**src/rtl/acwpm_pkg.sv**
```systemverilog
/*
  Shared constants and types for the converter control-word write path
  and power-mode sequencer. Assumes a 20 MHz aclk and an AXI4-Lite host.
*/
package acwpm_pkg;
  localparam int CTRL_W = 12;
  localparam int PM_LO_POS = 4;
  localparam int PM_HI_POS = 5;
  localparam int HBS_POS = 8;
  localparam logic [11:0] CTRL_RST = 12'h000;

  localparam int CLK_PERIOD_NS = 50;
  localparam int T_PWRUP_MS = 10;
  localparam int T_STBY_EXT_NS = 600;
  localparam int T_STBY_INT_US = 7;
  localparam int PWRUP_CYC = (T_PWRUP_MS * 1000000 + CLK_PERIOD_NS - 1) / CLK_PERIOD_NS;
  localparam int STBY_EXT_CYC = (T_STBY_EXT_NS + CLK_PERIOD_NS - 1) / CLK_PERIOD_NS;
  localparam int STBY_INT_CYC = (T_STBY_INT_US * 1000 + CLK_PERIOD_NS - 1) / CLK_PERIOD_NS;
  localparam int CONV_CYC = 14;
  localparam int CNT_W = 18;

  localparam logic [7:0] ADDR_CTRL = 8'h00;
  localparam logic [7:0] ADDR_CFG = 8'h04;
  localparam logic [7:0] ADDR_STAT = 8'h08;
  localparam logic [7:0] ADDR_EVT = 8'h0c;
  localparam int CFG_INTREF_POS = 0;
  localparam logic CFG_INTREF_RST = 1'b1;
  localparam int EVT_EARLY_POS = 0;
  localparam int EVT_DONE_POS = 1;
  localparam logic [1:0] RESP_OKAY = 2'h0;
  localparam logic [1:0] RESP_SLVERR = 2'h2;

  typedef enum logic [1:0] {
    PM_NORMAL = 2'b00,
    PM_AUTO_SD = 2'b01,
    PM_AUTO_STBY = 2'b10,
    PM_FULL_SD = 2'b11
  } acwpm_pm_e;

  typedef enum logic [2:0] {
    ST_INIT_HOLD = 3'b000,
    ST_READY = 3'b001,
    ST_CONVERT = 3'b010,
    ST_POWERUP = 3'b011,
    ST_AUTO_SD = 3'b100,
    ST_STANDBY = 3'b101,
    ST_FULL_SD = 3'b110
  } acwpm_state_e;

  typedef struct packed {
    logic [20:0] zero;
    logic low_pending;
    logic word_mode;
    logic powered;
    logic ready;
    logic track;
    logic busy;
    logic [1:0] pm;
    logic [2:0] state;
  } acwpm_status_s;
endpackage : acwpm_pkg

```
**src/rtl/acwpm_top.sv**
```systemverilog
/*
  Control-word write port and power-mode sequencer of a sampling converter,
  with an AXI4-Lite register slave. Assumes parallel-port pins are async to
  aclk and each write strobe lasts several aclk periods.
*/
// Contract
// - word mode: one write loads all twelve data lines, lowest line is bit 0
// - byte mode: two writes on low eight lines, shared line picks the half
// - written data is captured on the rising edge of the write strobe
// - chip select and write strobe gated; write only while both are low
// - two power bits pick one of four modes; reset selects normal
// - after reset track/hold holds until first convert_start_n rising edge
// - normal mode stays powered between conversions, no wait
// - auto-shutdown powers down and holds at end of each conversion
// - auto-shutdown: rising edge starts power-up and tracking; wait 10 ms
// - auto-standby: standby and hold at end of each conversion
// - auto-standby: rising edge wakes and tracks; wait 600 ns or 7 us
// - full shutdown write powers down and holds at write strobe rise
// - normal-mode write in full shutdown powers up and tracks; wait 10 ms
// - convert_start_n falling edge starts conversion; busy high throughout
// - twelve-bit port; static word_byte_select high word, low byte
`timescale 1ns/1ps
module acwpm_top #(
  parameter int PWRUP_CYC = acwpm_pkg::PWRUP_CYC,
  parameter int CONV_CYC = acwpm_pkg::CONV_CYC
) (
  input wire logic aclk,
  input wire logic aresetn,
  input wire logic [7:0] s_axi_awaddr,
  input wire logic s_axi_awvalid,
  output logic s_axi_awready,
  input wire logic [31:0] s_axi_wdata,
  input wire logic [3:0] s_axi_wstrb,
  input wire logic s_axi_wvalid,
  output logic s_axi_wready,
  output logic [1:0] s_axi_bresp,
  output logic s_axi_bvalid,
  input wire logic s_axi_bready,
  input wire logic [7:0] s_axi_araddr,
  input wire logic s_axi_arvalid,
  output logic s_axi_arready,
  output logic [31:0] s_axi_rdata,
  output logic [1:0] s_axi_rresp,
  output logic s_axi_rvalid,
  input wire logic s_axi_rready,
  input wire logic chip_select_n,
  input wire logic write_strobe_n,
  input wire logic word_byte_select,
  input wire logic [11:0] parallel_data_lines,
  input wire logic convert_start_n,
  output logic busy,
  output logic track_mode,
  output logic powered_up,
  output logic conv_ready,
  output logic [11:0] ctrl_word
);
  function automatic logic [acwpm_pkg::CNT_W-1:0] to_cnt(input int cyc);
    to_cnt = acwpm_pkg::CNT_W'(cyc);
  endfunction : to_cnt

  // pin synchronisers, two stages each
  logic [15:0] pin_s1_r;
  logic [15:0] pin_s2_r;
  always_ff @(posedge aclk) begin
    if (!aresetn) begin
      pin_s1_r <= 16'hf000;
      pin_s2_r <= 16'hf000;
    end else begin
      pin_s1_r <= {chip_select_n, write_strobe_n, word_byte_select,
                   convert_start_n, parallel_data_lines};
      pin_s2_r <= pin_s1_r;
    end
  end

  logic cs_n_s;
  logic wr_n_s;
  logic wbs_s;
  logic cst_s;
  logic [11:0] data_s;
  assign {cs_n_s, wr_n_s, wbs_s, cst_s, data_s} = pin_s2_r;

  logic wr_act;
  assign wr_act = !cs_n_s && !wr_n_s;

  logic wr_act_d_r;
  logic cst_d_r;
  logic [11:0] data_hold_r;
  always_ff @(posedge aclk) begin
    if (!aresetn) begin
      wr_act_d_r <= 1'b0;
      cst_d_r <= 1'b1;
      data_hold_r <= 12'h000;
    end else begin
      wr_act_d_r <= wr_act;
      cst_d_r <= cst_s;
      if (wr_act) begin
        data_hold_r <= data_s; // last value seen while chip select and strobe low
      end
    end
  end

  logic wr_done;
  logic cst_rise;
  logic cst_fall;
  assign wr_done = wr_act_d_r && !wr_act;
  assign cst_rise = cst_s && !cst_d_r;
  assign cst_fall = !cst_s && cst_d_r;

  // control word assembly
  logic [7:0] low_byte_r;
  logic low_pending_r;
  logic apply_r;
  logic [11:0] ctrl_r;
  always_ff @(posedge aclk) begin
    if (!aresetn) begin
      low_byte_r <= 8'h00;
      low_pending_r <= 1'b0;
      apply_r <= 1'b0;
      ctrl_r <= acwpm_pkg::CTRL_RST;
    end else begin
      apply_r <= 1'b0;
      if (wr_done) begin
        if (wbs_s) begin
          ctrl_r <= data_hold_r;
          apply_r <= 1'b1;
        end else if (data_hold_r[acwpm_pkg::HBS_POS]) begin
          ctrl_r <= {data_hold_r[3:0], low_byte_r};
          low_pending_r <= 1'b0;
          apply_r <= 1'b1;
        end else begin
          low_byte_r <= data_hold_r[7:0];
          low_pending_r <= 1'b1;
        end
      end
    end
  end

  acwpm_pkg::acwpm_pm_e pm;
  assign pm = acwpm_pkg::acwpm_pm_e'({ctrl_r[acwpm_pkg::PM_HI_POS],
                                      ctrl_r[acwpm_pkg::PM_LO_POS]});

  // register-side state
  logic intref_r;
  logic evt_early_r;
  logic evt_done_r;

  // power and conversion sequencer
  acwpm_pkg::acwpm_state_e state_r;
  logic [acwpm_pkg::CNT_W-1:0] cnt_r;
  logic conv_end;
  logic early_conv;
  assign conv_end = (state_r == acwpm_pkg::ST_CONVERT) && (cnt_r == to_cnt(1));
  assign early_conv = (state_r == acwpm_pkg::ST_POWERUP) && cst_fall;

  always_ff @(posedge aclk) begin
    if (!aresetn) begin
      state_r <= acwpm_pkg::ST_INIT_HOLD;
      cnt_r <= '0;
    end else if (apply_r && pm == acwpm_pkg::PM_FULL_SD) begin
      state_r <= acwpm_pkg::ST_FULL_SD;
      cnt_r <= '0;
    end else begin
      case (state_r)
        acwpm_pkg::ST_INIT_HOLD: begin
          if (cst_rise) begin
            state_r <= acwpm_pkg::ST_READY;
          end
        end
        acwpm_pkg::ST_READY: begin
          if (cst_fall) begin
            state_r <= acwpm_pkg::ST_CONVERT;
            cnt_r <= to_cnt(CONV_CYC);
          end
        end
        acwpm_pkg::ST_CONVERT: begin
          cnt_r <= cnt_r - to_cnt(1);
          if (conv_end) begin
            case (pm)
              acwpm_pkg::PM_AUTO_SD: state_r <= acwpm_pkg::ST_AUTO_SD;
              acwpm_pkg::PM_AUTO_STBY: state_r <= acwpm_pkg::ST_STANDBY;
              default: state_r <= acwpm_pkg::ST_READY;
            endcase
          end
        end
        acwpm_pkg::ST_AUTO_SD: begin
          if (cst_rise) begin
            state_r <= acwpm_pkg::ST_POWERUP;
            cnt_r <= to_cnt(PWRUP_CYC);
          end
        end
        acwpm_pkg::ST_STANDBY: begin
          if (cst_rise) begin
            state_r <= acwpm_pkg::ST_POWERUP;
            cnt_r <= intref_r ? to_cnt(acwpm_pkg::STBY_INT_CYC)
                              : to_cnt(acwpm_pkg::STBY_EXT_CYC);
          end
        end
        acwpm_pkg::ST_FULL_SD: begin
          if (apply_r) begin
            state_r <= acwpm_pkg::ST_POWERUP;
            cnt_r <= to_cnt(PWRUP_CYC);
          end
        end
        acwpm_pkg::ST_POWERUP: begin
          // falling edges here are refused, not converted
          cnt_r <= cnt_r - to_cnt(1);
          if (cnt_r == to_cnt(1)) begin
            state_r <= acwpm_pkg::ST_READY;
          end
        end
        default: begin
          state_r <= acwpm_pkg::ST_INIT_HOLD;
        end
      endcase
    end
  end

  // pin-level outputs, registered
  always_ff @(posedge aclk) begin
    if (!aresetn) begin
      busy <= 1'b0;
      track_mode <= 1'b0;
      powered_up <= 1'b1;
      conv_ready <= 1'b0;
      ctrl_word <= acwpm_pkg::CTRL_RST;
    end else begin
      busy <= (state_r == acwpm_pkg::ST_CONVERT) && !conv_end;
      track_mode <= (state_r == acwpm_pkg::ST_READY) ||
                    (state_r == acwpm_pkg::ST_POWERUP);
      powered_up <= (state_r != acwpm_pkg::ST_AUTO_SD) &&
                    (state_r != acwpm_pkg::ST_STANDBY) &&
                    (state_r != acwpm_pkg::ST_FULL_SD);
      conv_ready <= (state_r == acwpm_pkg::ST_READY);
      ctrl_word <= ctrl_r;
    end
  end

  // axi4-lite write channel; a low ready means that channel is held
  logic [7:0] awaddr_r;
  logic [31:0] wdata_r;
  logic [3:0] wstrb_r;
  logic do_write;
  assign do_write = !s_axi_awready && !s_axi_wready && !s_axi_bvalid;

  always_ff @(posedge aclk) begin
    if (!aresetn) begin
      s_axi_awready <= 1'b1;
      s_axi_wready <= 1'b1;
      awaddr_r <= 8'h00;
      wdata_r <= 32'h0000_0000;
      wstrb_r <= 4'h0;
      s_axi_bvalid <= 1'b0;
      s_axi_bresp <= acwpm_pkg::RESP_OKAY;
    end else begin
      if (s_axi_awvalid && s_axi_awready) begin
        s_axi_awready <= 1'b0;
        awaddr_r <= s_axi_awaddr;
      end
      if (s_axi_wvalid && s_axi_wready) begin
        s_axi_wready <= 1'b0;
        wdata_r <= s_axi_wdata;
        wstrb_r <= s_axi_wstrb;
      end
      if (do_write) begin
        s_axi_awready <= 1'b1;
        s_axi_wready <= 1'b1;
        s_axi_bvalid <= 1'b1;
        s_axi_bresp <= (awaddr_r == acwpm_pkg::ADDR_CFG ||
                        awaddr_r == acwpm_pkg::ADDR_EVT) ?
                       acwpm_pkg::RESP_OKAY : acwpm_pkg::RESP_SLVERR;
      end else if (s_axi_bready) begin
        s_axi_bvalid <= 1'b0;
      end
    end
  end

  logic wr_cfg;
  logic wr_evt;
  assign wr_cfg = do_write && awaddr_r == acwpm_pkg::ADDR_CFG && wstrb_r[0];
  assign wr_evt = do_write && awaddr_r == acwpm_pkg::ADDR_EVT && wstrb_r[0];

  always_ff @(posedge aclk) begin
    if (!aresetn) begin
      intref_r <= acwpm_pkg::CFG_INTREF_RST;
    end else if (wr_cfg) begin
      intref_r <= wdata_r[acwpm_pkg::CFG_INTREF_POS];
    end
  end

  // sticky events, write one to clear; a new event wins over the clear
  always_ff @(posedge aclk) begin
    if (!aresetn) begin
      evt_early_r <= 1'b0;
      evt_done_r <= 1'b0;
    end else begin
      evt_early_r <= early_conv ||
        (evt_early_r && !(wr_evt && wdata_r[acwpm_pkg::EVT_EARLY_POS]));
      evt_done_r <= conv_end ||
        (evt_done_r && !(wr_evt && wdata_r[acwpm_pkg::EVT_DONE_POS]));
    end
  end

  // axi4-lite read channel
  acwpm_pkg::acwpm_status_s stat;
  always_comb begin
    stat = '0;
    stat.low_pending = low_pending_r;
    stat.word_mode = wbs_s;
    stat.powered = powered_up;
    stat.ready = conv_ready;
    stat.track = track_mode;
    stat.busy = busy;
    stat.pm = pm;
    stat.state = state_r;
  end

  always_ff @(posedge aclk) begin
    if (!aresetn) begin
      s_axi_arready <= 1'b1;
      s_axi_rvalid <= 1'b0;
      s_axi_rdata <= 32'h0000_0000;
      s_axi_rresp <= acwpm_pkg::RESP_OKAY;
    end else if (s_axi_arvalid && s_axi_arready) begin
      s_axi_arready <= 1'b0;
      s_axi_rvalid <= 1'b1;
      s_axi_rresp <= acwpm_pkg::RESP_OKAY;
      case (s_axi_araddr)
        acwpm_pkg::ADDR_CTRL: s_axi_rdata <= {20'h00000, ctrl_r};
        acwpm_pkg::ADDR_CFG: s_axi_rdata <= {31'h0000_0000, intref_r};
        acwpm_pkg::ADDR_STAT: s_axi_rdata <= stat;
        acwpm_pkg::ADDR_EVT: s_axi_rdata <= {30'h0000_0000, evt_done_r, evt_early_r};
        default: begin
          s_axi_rdata <= 32'h0000_0000;
          s_axi_rresp <= acwpm_pkg::RESP_SLVERR;
        end
      endcase
    end else if (s_axi_rready) begin
      s_axi_rvalid <= 1'b0;
      s_axi_arready <= 1'b1;
    end
  end
endmodule : acwpm_top

```
**config.mk**
```make
export PLATFORM = sky130hd
export DESIGN_NAME = acwpm_top
export DESIGN_NICKNAME = d
export VERILOG_FILES = /design/src/rtl/acwpm_pkg.sv /design/src/rtl/acwpm_top.sv
export SDC_FILE = /design/constraint.sdc
export NUM_CORES = 1
export LEC_CHECK = 0
export BUFFER_PORTS_ARGS = -buffer_cell sky130_fd_sc_hd__buf_4
export CAP_MARGIN = 25
export CORE_ASPECT_RATIO = 1.4
export CORE_MARGIN = 4
export CORE_UTILIZATION = 50
export DETAILED_ROUTE_END_ITERATION = 8
export HOLD_SLACK_MARGIN = 0.05
export PLACE_DENSITY = 0.75
export SYNTH_ARGS = -nofsm -noshare
export SYNTH_HDL_FRONTEND = slang
export SYNTH_SLANG_ARGS = --single-unit
```
**constraint.sdc**
```tcl
create_clock -name aclk -period 2.4 [get_ports aclk]
set_input_delay 0.12 -clock aclk [delete_from_list [all_inputs] [get_ports aclk]]
set_output_delay 0.12 -clock aclk [all_outputs]
set_load 0.05 [all_outputs]
```
Yosys cells after proc, flatten, opt, wreduce, memory -nomap -nowiden
Index checks and enable logic that the tools add are counted. W data, S select, Z words.

Add/subtract/negate cells: 1. Equal/unequal tests: 32. Muxes and demuxes: 29. Bitwise logic cells: 3. Reduce and logical (&&, ||, !) cells: 56.

Operators by type and width (count): $pmux W18 S5 (1); $mux W18 (4); $pmux W12 S4 (1); $eq A8 B4 Y1 const B (3); $mux W12 (2); $logic_and A1 B1 Y1 (23); $mux W3 (7); $eq A18 B1 Y1 const B (1); $ne A3 B3 Y1 const B (6); $pmux W3 S6 (1); $sub A18 B1 Y18 const B (1); $eq A8 B3 Y1 const B (2); $ne A2 B2 Y1 const B (7); $reduce_and A6 Y1 (2); $logic_not A1 Y1 (11); $eq A3 B3 Y1 const B (3); $mux W1 (9); $logic_not A8 Y1 (1); $mux W8 (1); $reduce_or A2 Y1 (4); $eq A3 B2 Y1 const B (2); $ne A3 B2 Y1 const B (2); $pmux W3 S2 (1); $reduce_and A2 Y1 (3); other kinds (14) (23).

Register bits after elaboration: 160. Bits of input ports: 75. Output and inout port bits: 57. Word-level logic and storage cells: 152.

Logic depth before layout (Yosys ltp)
Word-level depth: 9. Mapped depth: 8. Mapped depth without buffers: 7.

Worst setup path before layout
No wires, ideal clock.

Path kind: register to register. Start: register s_axi_arready. End: register s_axi_rdata[11]. Setup time: 0.070 ns. Data arrival time: 1.873 ns. Data required time: 2.330 ns. Slack: 0.457 ns. Stages on the path, launching flop included: 6. Path buffers: 1. Clock period less this slack: 1.943 ns. Cells stage by stage: dfxtp_1 -> nand2_1 -> or3_1 -> clkbuf_1 -> or3b_1 -> a21boi_1.

Longest elaborated chain between the ends: 1.

Ends and longest elaborated chain: start: declaration (RTL line acwpm_top.sv:41) `output logic s_axi_arready,`; start signal: assignment (RTL line acwpm_top.sv:319) `s_axi_arready <= 1'b1;`; start signal: assignment (RTL line acwpm_top.sv:324) `s_axi_arready <= 1'b0;`; start signal: assignment (RTL line acwpm_top.sv:339) `s_axi_arready <= 1'b1;`; $logic_and A1 B1 Y1 (RTL line acwpm_top.sv:323) `end else if (s_axi_arvalid && s_axi_arready) begin`; end signal: assignment (RTL line acwpm_top.sv:328) `acwpm_pkg::ADDR_CTRL: s_axi_rdata <= {20'h00000, ctrl_r};`; end signal: assignment (RTL line acwpm_top.sv:329) `acwpm_pkg::ADDR_CFG: s_axi_rdata <= {31'h0000_0000, intref_r};`; end signal: assignment (RTL line acwpm_top.sv:330) `acwpm_pkg::ADDR_STAT: s_axi_rdata <= stat;`; end: declaration (RTL line acwpm_top.sv:42) `output logic [31:0] s_axi_rdata,`.

No other way between the ends. A chain may end at the register's enable or synchronous reset.

Final worst setup path
Start: register cnt_r[0] (netlist name). End: register cnt_r[12] (netlist name).

Longest elaborated chain between the ends: 2.

Ends and longest elaborated chain: start: declaration (RTL line acwpm_top.sv:149) `logic [acwpm_pkg::CNT_W-1:0] cnt_r;`; start signal: assignment (RTL line acwpm_top.sv:172) `cnt_r <= to_cnt(CONV_CYC);`; start signal: assignment (RTL line acwpm_top.sv:176) `cnt_r <= cnt_r - to_cnt(1);`; start signal: assignment (RTL line acwpm_top.sv:188) `cnt_r <= to_cnt(PWRUP_CYC);`; $sub A18 B1 Y18 (RTL line acwpm_top.sv:176, acwpm_top.sv:206); $pmux W18 S5 (RTL line acwpm_top.sv:163) `case (state_r)`.

No other way between the ends.

==> impl_results.md <==
* Slew HR at 0.456
* Post-synth top flop: dfxtp_1
* Register area share after synthesis at 0.485
* Ys Warns at 0
* Final min period at roughly 2.1 ns
* FFs w/ async S/R, synth at 0
* Post-CTS setup buffer count at 0
* CTS buffer count at 17
* WP depth at 6
* Critical path required time at roughly 2.7 ns
* Post-Syn Area at 5700 sq um
* Count of final setup violators at 0
* Max H-tree Level at 4
* Number of global-route vias before repair at approximately 4.7k
* Commonest non-fill, non-tap cell in the layout: dfxtp_1
* Pin count of the biggest net entering global routing at between 70 and 80
* Largest delay contributor family on the critical path: simple AND/OR/NAND/NOR gates
* Buf/Inv on CP at 1
* Placed wire-length estimate at roughly 8500 um
* Area growth syn-to-layout at 28.4%
* Clock latency on the worst-skew pair at just over 0.4 ns
* Crit Path Class: reg -> reg
* Final period util at 0.869
* Die Ht at about 130 um
* Cell Chain, Critical Path: inv_1 > ha_1 > or4b_1 > a2111oi_2 > xnor2_1 > nor2_1
* Skew final at about 0.0053 ns
* Layout cells sized above 1 at 0.186
* Startpoint types: register
* CTS tree: built
* Clock Tree Root: clkbuf_16
* Syn Inst Count at just over 600
* Clock buffer depth at 2
* Buffers on Ports at 76
* Final Hold Vio Count at 0
* Post-CTS sizing at 0
* Leakage at ~3.2 nW
* Hold Path Class: in -> reg
* Status: finished clean
* DRC viols at 0
* Ports at about 130
* Routed WL at approximately 13000 um
* Die area at around 13000 sq um
* Row count at 45
* Power per cell area at 766 nW/um^2
* Crit path max fanout at 8
* Arr. time, crit path at approximately 2.4 ns
* Nets at approximately 800
* RSZ-0062 raised after global routing: no
* FF-to-FF path depth at 6
* Mean Syn Cell Area at a little over 9 sq um
* Via count at about 4.6k
* Critical Path Sink Type: register
* GPL Wtd Cong at 0.893
* GRT overflow at 0
* Hold_buf cts at 38
* Initial Util at 0.519
* Post-route ant nets at 0
* First-pass GRT wire length at between 20000 and 25000 um
* Commonest non-fill, non-tap cells in the layout: dfxtp_1, buf_4, nand2_1
* Slowest CP cell: or4b_1
* Die W at between 90 and 100 um
* Drt first pass iters at 5
* Per-cell routed wire length at around 15 um
* Tot GR Track Use at 0.206
* Hold path depth at 3
* Worst vdd ir at 509 uV
* Final slew viol count at 0
* Fmax at 0.479 GHz
* Via/cell ratio at approximately 5.2
* Distinct cell type count after synthesis at 56
* Clock sink count at around 140
* CTS clk-pin slew, worst paths at around 0.06 ns
* Max_cap viols at 0
* Synth Register Bits at 138
* Post-synth EDFFs at 0
* Drt first-iter violations at 243
* Delay of the slowest cell on the worst path at 0.65 ns
* Least-Margin Pin Slew at between 0.8 and 0.9 ns
* Antenna fix cells at 0
* Initial antenna violation count at 0
* Setup TNS at 0 ns
* Final Core Density at 0.666
* Core ar. at about 11000 sq um
## metal layers
metal	up-vias	routed length, um	share of wire	global-route usage
li1	2255	-	-	-
met1	2172	5340	0.41	0.230
met2	123	6900	0.52	0.378
met3	19	688	0.052	0.0499
met4	0	218	0.017	0.0721
met5	-	0	0	0
## final timing paths
kind	slack, ns	end	startpoint
max	0.31	cnt_r[12]	cnt_r[0]
min	0.06	awaddr_r[0]	s_axi_awvalid
max reg2reg	0.31	cnt_r[12]	cnt_r[0]
min reg2reg	0.40	pin_s2_r[12]	pin_s1_r[12]
## registers in the layout, indices dropped and copies added (netlist names), 2 cells and up
| register | count |
|---|---|
| cnt_r | 18 |
| pin_s1_r | 16 |
| pin_s2_r | 16 |
| ctrl_r | 12 |
| ctrl_word | 12 |
| data_hold_r | 12 |
| s_axi_rdata | 12 |
| awaddr_r | 8 |
| low_byte_r | 8 |
| state_r | 3 |
| wdata_r | 2 |
## worst min-delay path: stages
cell and delay [ns]:
buf_4 0.15, nand3_1 0.08, a21boi_0 0.07
## synthesized netlist by cell type, types with 2 or more instances
library cell	n	area share
or3b_1	2	0.0031
o22ai_1	2	0.0022
nor4_1	4	0.0044
a22oi_1	2	0.0026
or3_1	4	0.0044
buf_4	22	0.029
o21a_1	3	0.0040
a2111oi_2	3	0.0079
o21ai_0	32	0.028
and2_1	52	0.057
a21oi_1	12	0.011
a221oi_1	2	0.0031
a31oi_1	2	0.0022
nor2b_1	12	0.013
a21boi_0	28	0.037
xnor2_1	8	0.012
nor3b_1	2	0.0026
nor3_1	9	0.0079
or4_4	2	0.0040
nand2b_1	17	0.019
inv_1	9	0.0059
clkbuf_8	2	0.0048
clkbuf_1	26	0.017
mux2i_1	29	0.051
a21boi_1	2	0.0026
buf_1	2	0.0013
nand2_1	78	0.051
nand3b_1	2	0.0026
and3_1	2	0.0022
ha_1	4	0.0088
dfxtp_1	138	0.48
buf_2	4	0.0035
o211a_1	12	0.021
nor2_1	27	0.018
a211oi_1	4	0.0053
o211ai_1	4	0.0053
nand3_1	23	0.020
and2b_2	3	0.0046
## layout make-up
cell class                      count  area [sq um]
Inverter                            9          33.8
Clock inverter                     10           165
Fill cell                         878          3660
Clock buffer                       22           474
Sequential cell                   138          2760
Timing Repair Buffer              126          1040
Tap cell                          141           176
Multi-Input combinational cell    427          2660
## power breakdown
| group | switching [mW] | internal [mW] |
|---|---|---|
| registers | 0.0335 | 2.35 |
| clock network | 0.943 | 1.82 |
| logic | 0.271 | 0.187 |
## per-stage QoR
step           total power, mW  cells  hold WS, ns  setup WS, ns  area, sq um
3_5_place_dp              2.83    803        0.311         0.343         6300
5_1_grt                   5.79    873       0.0770         0.133         7320
4_1_cts                   5.64    873       0.0504         0.315         7320
6_report                  5.60    873       0.0641         0.314         7320
3_3_place_gp              2.82    803        0.307         0.435         6300
2_1_floorplan             2.74    630        0.221         0.457         5780
## cell families (layout without fill, tap and decap cells)
kind of cell | Yosys count | count (layout) | share of synthesized area
and+or+nand+nor | 249 | 249 | 0.232
DFF | 138 | 138 | 0.485
buffers and inverters | 65 | 167 | 0.0617
xor gates and xnor gates | 8 | 8 | 0.0123
other | 1 | 22 | 0.000658
adders and majority gates | 4 | 4 | 0.00878
AOI/OAI and AO/OA | 114 | 114 | 0.144
muxes | 30 | 30 | 0.0549
Note: power is estimated with default switching activity, not from simulation.
